File: src/rtl/rcp_pkg.sv
// What this block does
// - pll enable picks pll or direct path
// - reference copy output only while pll enabled
// - buffer field: off, low, medium, high
// - pll multiplies reference by 12 to 127
// - vco codes 0-5 ranges, 6-7 bypass
// - charge pump codes 212 to 387 microamps
// - lock pin high once pll locked
// - lock pin low whenever pll bypassed
package rcp_pkg;
    // ****************************************
    // register map (byte addresses)
    // ****************************************
    localparam logic [7:0]  ADDR_CTRL3   = 8'h00; // third control register
    localparam logic [7:0]  ADDR_STATUS  = 8'h04; // path and lock status
    localparam logic [7:0]  ADDR_ICP     = 8'h08; // decoded pump current, microamps
    // ****************************************
    // field positions in the third control register
    // ****************************************
    localparam int          BUF_LSB      = 28;    // reference copy buffer, 29:28
    localparam int          VCO_LSB      = 24;    // vco range select, 26:24
    localparam int          ICP_LSB      = 19;    // charge pump select, 21:19
    localparam int          DIV_BIT      = 15;    // reference input divider enable
    localparam int          PLLEN_BIT    = 8;     // pll enable
    localparam int          MULT_LSB     = 1;     // multiplier, 7:1
    localparam logic [31:0] CTRL3_MASK   = 32'h37b881fe; // writable bits
    localparam logic [31:0] CTRL3_RESET  = 32'h00000000; // pll off, buffer off
    // ****************************************
    // decodes and timing
    // ****************************************
    localparam logic [6:0]  MULT_MIN     = 7'h0c; // 12x
    localparam logic [6:0]  MULT_MAX     = 7'h7f; // 127x
    localparam logic [8:0]  ICP_BASE_UA  = 9'h0d4; // 212 microamps
    localparam logic [8:0]  ICP_STEP_UA  = 9'h019; // 25 microamps
    localparam int          LOCK_TIME_US = 100;   // settle time before lock flag
    localparam int          CLK_MHZ      = 20;
    localparam int          LOCK_CYCLES  = LOCK_TIME_US * CLK_MHZ;
    typedef enum logic [1:0] {
        RCP_BUF_OFF  = 2'b00,
        RCP_BUF_LOW  = 2'b01,
        RCP_BUF_MED  = 2'b10,
        RCP_BUF_HIGH = 2'b11
    } rcp_drive_t;
endpackage

File: src/rtl/rcp_cfg_if.sv
`timescale 1ns/1ps
`default_nettype none
// decoded configuration passed from the register file to the lock tracker
interface rcp_cfg_if;
    logic pll_use;   // pll in use: enabled and not bypassed
    logic cfg_wr;    // one-cycle pulse on any write of the control register
    logic locked;    // lock state from tracker
    modport ctrl (output pll_use, output cfg_wr, input locked);
    modport trk  (input pll_use, input cfg_wr, output locked);
endinterface
`default_nettype wire

File: src/rtl/rcp_ctrl.sv
`timescale 1ns/1ps
`default_nettype none
// ****************************************
// reference clock path and pll control, apb slave
// ****************************************
module rcp_ctrl #(
    parameter int LOCK_CYCLES = rcp_pkg::LOCK_CYCLES
) (
    input  wire logic        pclk,
    input  wire logic        presetn,
    input  wire logic        psel,
    input  wire logic        penable,
    input  wire logic        pwrite,
    input  wire logic [7:0]  paddr,
    input  wire logic [31:0] pwdata,
    output logic [31:0]      prdata,
    output logic             pready,
    output logic             pslverr,
    input  wire logic        crystal_select_pin,   // strap: crystal fitted
    output logic             pll_path_sel,         // 1: system clock from pll
    output logic             ref_div_en,           // reference input divider
    output logic [6:0]       pll_mult,             // multiplier, 12..127
    output logic             reference_copy_output_en,
    output logic [1:0]       reference_copy_drive, // 0 off, 1 low, 2 med, 3 high
    output logic [2:0]       vco_range_select,     // 0..5 valid range
    output logic [7:0]       charge_pump_current_select, // one-hot step
    output logic             pll_lock_pin
);
    rcp_cfg_if cfg ();
    logic [31:0] ctrl3_q;  // third control register
    // ****************************************
    // apb decode
    // ****************************************
    wire acc      = psel & penable;
    wire hit_c3   = (paddr == rcp_pkg::ADDR_CTRL3);
    wire hit_st   = (paddr == rcp_pkg::ADDR_STATUS);
    wire hit_icp  = (paddr == rcp_pkg::ADDR_ICP);
    wire mapped   = hit_c3 | hit_st | hit_icp;
    wire wr_c3    = acc & pwrite & hit_c3;
    // ****************************************
    // field decode
    // ****************************************
    wire [2:0] vco_f   = ctrl3_q[rcp_pkg::VCO_LSB +: 3];
    wire [2:0] icp_f   = ctrl3_q[rcp_pkg::ICP_LSB +: 3];
    wire [1:0] buf_f   = ctrl3_q[rcp_pkg::BUF_LSB +: 2];
    wire [6:0] mult_f  = ctrl3_q[rcp_pkg::MULT_LSB +: 7];
    wire       pll_en  = ctrl3_q[rcp_pkg::PLLEN_BIT];
    wire       bypass  = vco_f[2] & vco_f[1]; // codes 110, 111
    wire       use_pll = pll_en & ~bypass;
    // out-of-range multipliers clamp so the loop never sees an illegal divide
    wire [6:0] mult_c  = (mult_f < rcp_pkg::MULT_MIN) ? rcp_pkg::MULT_MIN : mult_f;
    // nominal current rises 25 ua a step; code 110 is one ua high
    wire [8:0] icp_ua  = rcp_pkg::ICP_BASE_UA + 9'(icp_f) * rcp_pkg::ICP_STEP_UA
                         + {8'h00, (icp_f == 3'b110)};
    wire [31:0] status = {28'h0000000, crystal_select_pin, cfg.locked, bypass, use_pll};
    assign cfg.pll_use = use_pll;
    assign cfg.cfg_wr  = wr_c3;
    rcp_lock_track #(.LOCK_CYCLES(LOCK_CYCLES)) u_trk (
        .pclk    (pclk),
        .presetn (presetn),
        .cfg     (cfg)
    );
    // register write; host owns source choice and divider
    always_ff @(posedge pclk or negedge presetn) begin
        if (!presetn) ctrl3_q <= rcp_pkg::CTRL3_RESET;
        else if (wr_c3) ctrl3_q <= pwdata & rcp_pkg::CTRL3_MASK;
    end
    // read data registered at the setup edge; zero-wait answer
    always_ff @(posedge pclk or negedge presetn) begin
        if (!presetn) begin
            prdata  <= 32'h00000000;
        end else if (psel && !penable && !pwrite) begin
            prdata  <= hit_c3 ? ctrl3_q : hit_st ? status
                     : hit_icp ? {23'h000000, icp_ua} : 32'h00000000;
        end
    end
    assign pready  = 1'b1;
    assign pslverr = acc & ~mapped; // unmapped addresses error
    // ****************************************
    // outputs from flip-flops
    // ****************************************
    always_ff @(posedge pclk or negedge presetn) begin
        if (!presetn) begin
            pll_path_sel               <= 1'b0;
            ref_div_en                 <= 1'b0;
            pll_mult                   <= rcp_pkg::MULT_MIN;
            reference_copy_output_en   <= 1'b0;
            reference_copy_drive       <= 2'b00;
            vco_range_select           <= 3'b000;
            charge_pump_current_select <= 8'h01;
            pll_lock_pin               <= 1'b0;
        end else begin
            pll_path_sel               <= use_pll;
            ref_div_en                 <= ctrl3_q[rcp_pkg::DIV_BIT];
            pll_mult                   <= mult_c;
            // copy only while pll enabled and buffer not off
            reference_copy_output_en   <= pll_en & (buf_f != rcp_pkg::RCP_BUF_OFF);
            reference_copy_drive       <= pll_en ? buf_f : 2'b00;
            vco_range_select           <= bypass ? 3'b000 : vco_f;
            charge_pump_current_select <= 8'h01 << icp_f;
            pll_lock_pin               <= use_pll & cfg.locked;
        end
    end
endmodule
`default_nettype wire

File: src/rtl/rcp_lock_track.sv
`timescale 1ns/1ps
`default_nettype none
// ****************************************
// lock tracker: models settle time of the loop
// ****************************************
module rcp_lock_track #(
    parameter int LOCK_CYCLES = rcp_pkg::LOCK_CYCLES
) (
    input  wire logic  pclk,
    input  wire logic  presetn,
    rcp_cfg_if.trk     cfg
);
    logic [15:0] cnt_q;    // cycles since loop began settling
    logic        lock_q;   // locked flag
    wire         done = (cnt_q == 16'(LOCK_CYCLES - 1));
    // any reprogramming restarts settling, since the loop must reacquire
    always_ff @(posedge pclk or negedge presetn) begin
        if (!presetn) begin
            cnt_q  <= 16'h0000;
            lock_q <= 1'b0;
        end else if (!cfg.pll_use || cfg.cfg_wr) begin
            cnt_q  <= 16'h0000;
            lock_q <= 1'b0;
        end else if (done) begin
            lock_q <= 1'b1;
        end else begin
            cnt_q  <= cnt_q + 16'h0001;
        end
    end
    assign cfg.locked = lock_q;
endmodule
`default_nettype wire

File: config.mk
export PLATFORM = sky130hd
export DESIGN_NAME = rcp_ctrl
export DESIGN_NICKNAME = d
export VERILOG_FILES = /design/src/rtl/rcp_pkg.sv /design/src/rtl/rcp_cfg_if.sv /design/src/rtl/rcp_ctrl.sv /design/src/rtl/rcp_lock_track.sv
export SDC_FILE = /design/constraint.sdc
export NUM_CORES = 1
export LEC_CHECK = 0
export BUFFER_PORTS_ARGS = -buffer_cell sky130_fd_sc_hd__buf_2
export CORE_UTILIZATION = 52
export CTS_BUF_LIST = sky130_fd_sc_hd__clkbuf_16
export CTS_CLUSTER_DIAMETER = 50
export DETAILED_ROUTE_END_ITERATION = 10
export PLACE_DENSITY = 0.8
export SYNTH_ARGS = -nofsm -noshare
export SYNTH_HDL_FRONTEND = slang
export SYNTH_SLANG_ARGS = --single-unit
File: constraint.sdc
create_clock -name pclk -period 2.6 [get_ports pclk]
set_input_delay 0.78 -clock pclk [delete_from_list [all_inputs] [get_ports pclk]]
set_output_delay 0.78 -clock pclk [all_outputs]
set_load 0.03 [all_outputs]
==> results of run 1 <==
==> sequential cells by signal (all words and copies together) (netlist names), 2 cells and up <==
| name | count |
|---|---|
| pll_mult | 7 |
| ctrl3_q | 18 |
| prdata | 19 |
| vco_range_select | 3 |
| charge_pump_current_select | 8 |
| u_trk.cnt_q | 16 |
| reference_copy_drive | 2 |
==> worst paths after layout <==
check                                  from                            end  slack (ns)  cells past startpoint
worst max register to register  ctrl3_q[20]                      prdata[5]        0.29                      9
max in group asynchronous           presetn                 u_trk.cnt_q[1]        1.65                      2
worst min-delay path                presetn  charge_pump_current_select[4]        0.39                      1
min in group pclk               ctrl3_q[15]                     ref_div_en        0.42                      0
worst min register to register  ctrl3_q[15]                     ref_div_en        0.42                      0
worst max-delay path               paddr[1]                        pslverr        -0.1                      5
==> cell usage after synthesis, drive strengths merged, types with 2 or more instances <==
library cell | count | share of area
a21boi | 4 | 0.0080
a21oi | 12 | 0.016
a22o | 10 | 0.023
a31oi | 2 | 0.0033
and2 | 7 | 0.012
buf | 19 | 0.038
clkbuf | 11 | 0.011
conb | 2 | 0.0020
dfrtp | 75 | 0.50
dfstp | 3 | 0.021
ha | 16 | 0.054
inv | 9 | 0.0090
mux2 | 19 | 0.075
mux2i | 5 | 0.013
nand2 | 15 | 0.015
nand2b | 3 | 0.0050
nand3 | 11 | 0.015
nand4 | 3 | 0.0050
nand4b | 2 | 0.0047
nor2 | 16 | 0.018
nor2b | 10 | 0.017
nor3 | 7 | 0.0094
nor4 | 7 | 0.012
o21ai | 15 | 0.020
or2 | 3 | 0.0050
or3 | 10 | 0.018
or3b | 3 | 0.0070
or4 | 2 | 0.0040
xnor2 | 10 | 0.023
==> metrics by stage <==
stage                     hold WS (ns)  setup TNS, ns  power [mW]  worst slack (ns)  std cells
after floorplan                 0.3749              0       1.354           0.03611        337
after global placement          0.3896         -2.705       1.410           -0.1873        493
after detailed placement        0.4000         -2.876       1.414           -0.1939        493
after CTS                       0.4023        -0.1036       2.668           -0.1036        509
after global routing            0.4219        -0.1506       2.734           -0.1506        509
final                           0.3885       -0.09887       2.650          -0.09887        509
==> routing by layer <==
layer  routed length, µm  vias to the layer above  global-route usage
met2                3602                       93              0.3565
met5                   0                        -                   0
met1                3618                     1301              0.3042
met3                 388                        9             0.04381
met4                 125                        0              0.1000
li1                    -                     1283                   -
==> report_power, final <==
part	internal [mW]	leakage, nW	switching [mW]
Clock	0.754	0.140	0.502
Sequential	1.22	1.08	0.00624
Combinational	0.0553	1.12	0.107
Total	2.03	2.34	0.616
==> cell families after synthesis <==
group,count (synthesis),synth area share
buffers and inverters,39,0.05819
XOR/XNOR,11,0.02575
adder cells (fa/ha/maj),16,0.05351
AND/OR/NAND/NOR,103,0.1548
flip-flops,78,0.5227
multiplexers,24,0.08863
other,2,0.002007
AO/OA/AOI/OAI,52,0.09431
==> cell type report <==
cell class | instances | share of cell area
Clock inverter | 7 | 0.01780
Sequential cell | 78 | 0.4280
Timing Repair Buffer | 90 | 0.1128
Tap cell | 96 | 0.02629
Multi-Input combinational cell | 220 | 0.3584
Clock buffer | 9 | 0.04929
Inverter | 9 | 0.007393
==> timing repair <==
action	4_1_cts	5_1_grt
hold buffers	0	0
resized for setup	4	0
endpoints found under the setup margin	1	1
setup buffers	0	0
==> impl_metrics.toml, run 1 <==
[final_layout]
multi_input_area_um2 = 1638
synthToLayoutAreaGrowth_pct = 22.14
layout_commonest_cell = "dfrtp_1"
nets = 470
nFillCells = 531
antenna_cells = 0
final_area_um2 = 4569
final_cell_mix = "75 x dfrtp_1, 72 x buf_2, 18 x mux2_4"
utilization = 0.6652
seqCellArea_um2 = 1956
drive_gt1_frac = 0.3414

[sta]
slew_viol_final = 0
hold_viol = 0
timing.final.crit_period_ns = 2.699
rsz0062_at_grt = "yes"
setup_viol = 1
fmax_mhz = 370.5
fin_skew_ns = 0.006675
min_period_over_period = 1.038
layout_setup_ws_ns = -0.09887

[run_status]
violations = "setup timing"
status = "finished with violations"

[cts]
clk_path_buf_depth = 2
cts_tree = "built"
h-tree-depth = 3
numCtsBuffers = 9
worstSkewPairLatency_ns = 0.33
clockRootBuffer = "clkbuf_16"
clk_pin_slew_ns = 0.06
cts_sinks = 78

[drt]
drtIter0Drc = 220
totalWireLength_um = 7734
wire_per_inst_um = 15.19
first_pass_iters = 4
post-route-drc-count = 0
via_count = 2686
via_per_inst = 5.277
ant_nets = 0

[logic_synthesis]
synth_top_flop_cell = "dfrtp_1"
synthCells = 325
syn_area_um2 = 3741
ys_types = 49
syn_avg_cell_area_um2 = 11.51
synth_seq_area_share = 0.5227
synth-edff-count = 0
synth_seq_cells = 78
async_flop_share = 1.000
ys_warn_count = 0

[grt]
grt_pass1_wl_um = 12700
grt_pass1_vias = 2581
grt_usage = 0.2259
antenna_found_initial = 0
grt_max_degree = 46
overflow = 0

[place]
port_buffers = 75
dpl.hpwl_um = 5573
dpl-instance-area_um2 = 4247
finalWeightedCongestion = 0.8499

[worst_setup_path]
critical_path_class = "in -> out"
cp-start-kind = "primary input"
worst_setup_path_end_kind = "output port"
crit_chain = "buf_6 -> or4_4 -> a2111oi_4 -> nor2_2 -> buf_6"
crit_top_cell = "buf_6"
crit_family = "simple AND/OR/NAND/NOR gates"
critPathBufInv = 2
required_ns = 1.82
cpMaxStageDelayCell = "or4_4"
cpPeakStageDelay_ns = 0.56
arrival_ns = 1.92
worstPathMaxFanout = 2

[die]
die_w_um = 86.82
rows = 30
initial_core_util = 0.5446
die_h_um = 86.82
core_um2 = 6869
ios = 104
dieArea_um2 = 7538

[worst_hold_path]
hold_path.class = "in -> async"

[run]
max_cap_viol_count = 0

[power]
p_leak_nw = 2.342
power-per-cell-area_nw_per_um2 = 579.9
vdd_drop_max_v = 0.0003983
(Power assumes the default switching activity.)
==> run 2, diff against run 1 <==
- BUFFER_PORTS_ARGS: -buffer_cell sky130_fd_sc_hd__buf_2 -> -buffer_cell sky130_fd_sc_hd__buf_4
==> run 2 against run 1 <==
Compared with the run above: the run still ends with setup timing left; clock skew down 0.00064 ns; worst hold slack worse by 0.0058 ns; register-to-register slack worse by 0.07 ns; cell area up 4.6%; critical path depth unchanged; clock power up 13%; highest routed layer unchanged; critical path type unchanged; worst setup slack better by 0.026 ns; die area unchanged; power up 7.2%; non-clock buffer count down 2; maximum frequency up 0.98%.
==> impl_metrics.toml, run 2 (synthesized netlist as in run 1, its figures left out) <==
[sta]
layout_setup_ws_ns = -0.07278
slew_viol_final = 0
min_period_over_period = 1.028
setup_viol = 1
timing.final.crit_period_ns = 2.673
fmax_mhz = 374.1
hold_viol = 0
hold-worst-slack_ns = 0.3828
fin_skew_ns = 0.006037
rsz0062_at_grt = "yes"

[worst_setup_path]
rr_worst_depth = 9
arrival_ns = 1.89
required_ns = 1.82
rrSetupSlack_ns = 0.22
crit_chain = "buf_6 -> or4_4 -> a2111oi_4 -> nor2_2 -> buf_6"
cpMaxStageDelayCell = "or4_4"
critPathBufInv = 2
critical_path_class = "in -> out"
crit_family = "simple AND/OR/NAND/NOR gates"
cp-start-kind = "primary input"
crit_top_cell = "buf_6"
worstPathMaxFanout = 2
path_depth = 5
cpPeakStageDelay_ns = 0.56
worst_setup_path_end_kind = "output port"

[cts]
worstSkewPairLatency_ns = 0.33
cts_tree = "built"
h-tree-depth = 3
cts_setup_buffers = 0
clockRootBuffer = "clkbuf_16"
numCtsBuffers = 9
clk_pin_slew_ns = 0.05
cts_hold_buffers = 0
cts_sinks = 78
clk_path_buf_depth = 2

[drt]
totalWireLength_um = 7740
via_per_inst = 5.347
via_count = 2711
post-route-drc-count = 0
drtIter0Drc = 114
first_pass_iters = 4
wire_per_inst_um = 15.27
ant_nets = 0

[power]
internal_power_mw = 2.234
pwr-share-seq = 0.433
pwr-share-clk = 0.505
switching_share = 0.2135
vdd_drop_max_v = 0.0003199
power.switching_mw = 0.6064
power-per-cell-area_nw_per_um2 = 594.4
p_leak_nw = 2.376
combPwrFrac = 0.062

[final_layout]
drive_gt1_frac = 0.3382
largest-register = "prdata"
synthToLayoutAreaGrowth_pct = 27.73
nFillCells = 506
antenna_cells = 0
layout_commonest_cell = "buf_4"
nets = 468
largest_reg_flops = 19
final_area_um2 = 4778
final_cell_mix = "84 x buf_4, 75 x dfrtp_1, 18 x mux2_4"
reg_top3 = "prdata (19), ctrl3_q (18), u_trk.cnt_q (16)"

[grt]
grt_usage = 0.2246
grt_pass1_vias = 2619
grt_pass1_wl_um = 12610
grt_max_degree = 47
antenna_found_initial = 0
overflow = 0

[run]
max_cap_viol_count = 0

[place]
dpl-instance-area_um2 = 4417
dpl.hpwl_um = 5512
port_buffers = 75
finalWeightedCongestion = 0.7743

[die]
ios = 104
die_h_um = 86.82
rows = 30
dieArea_um2 = 7538
die_w_um = 86.82
initial_core_util = 0.5446
core_um2 = 6869

[run_status]
violations = "setup timing"
status = "finished with violations"

[worst_hold_path]
hold_path.class = "in -> async"
[run 2: power groups by stage]
stage	clock network, mW	registers, mW	logic, mW
2_1_floorplan	0	1.26	0.0914
3_3_place_gp	0	1.25	0.172
3_5_place_dp	0	1.25	0.175
4_1_cts	1.45	1.23	0.178
5_1_grt	1.50	1.23	0.191
6_report	1.43	1.23	0.176
[run 2: area by class of cell]
class	instances	area, µm²	area share
multi-input combinational	220	1638	0.3428
inverter	9	33.78	0.007070
sequential	78	1956	0.4093
clock buffer	9	225.2	0.04713
timing repair buffer	88	684.4	0.1432
tap	96	120.1	0.02514
clock inverter	7	121.4	0.02540
[run 2: worst paths after layout]
path	startpoint	to
max	paddr[1]	pslverr
min	presetn	charge_pump_current_select[4]
max reg2reg	ctrl3_q[20]	prdata[5]
min reg2reg	ctrl3_q[15]	ref_div_en
max in group asynchronous	presetn	charge_pump_current_select[0]
min in group pclk	ctrl3_q[15]	ref_div_en
[run 2: metrics by stage]
step / worst slack [ns] / power, mW / utilization / std cells / TNS [ns]
floorplan: 0.03611 / 1.354 / - / 337 / 0
global placement: -0.1815 / 1.424 / 0.6430 / 491 / -3.174
detailed placement: -0.1778 / 1.428 / 0.6430 / 491 / -3.676
CTS: -0.06862 / 2.860 / 0.6956 / 507 / -0.06862
global route: -0.1209 / 2.927 / 0.6956 / 507 / -0.1209
finish: -0.07278 / 2.840 / 0.6956 / 507 / -0.07278
[run 2: timing repair]
item | in CTS | in global routing
endpoints found under the hold margin | 0 | 0
gates resized for setup | 4 | 0
setup endpoints to repair | 1 | 1
[run 2: routing by layer]
layer,GRT usage,wire [µm],part of all wire,up-vias
met1,0.3004,3481,0.45,1310
met3,0.04095,457,0.059,20
li1,-,-,-,1275
met2,0.3372,3550,0.46,106
met5,0,0,0,-
met4,0.1439,250,0.032,0
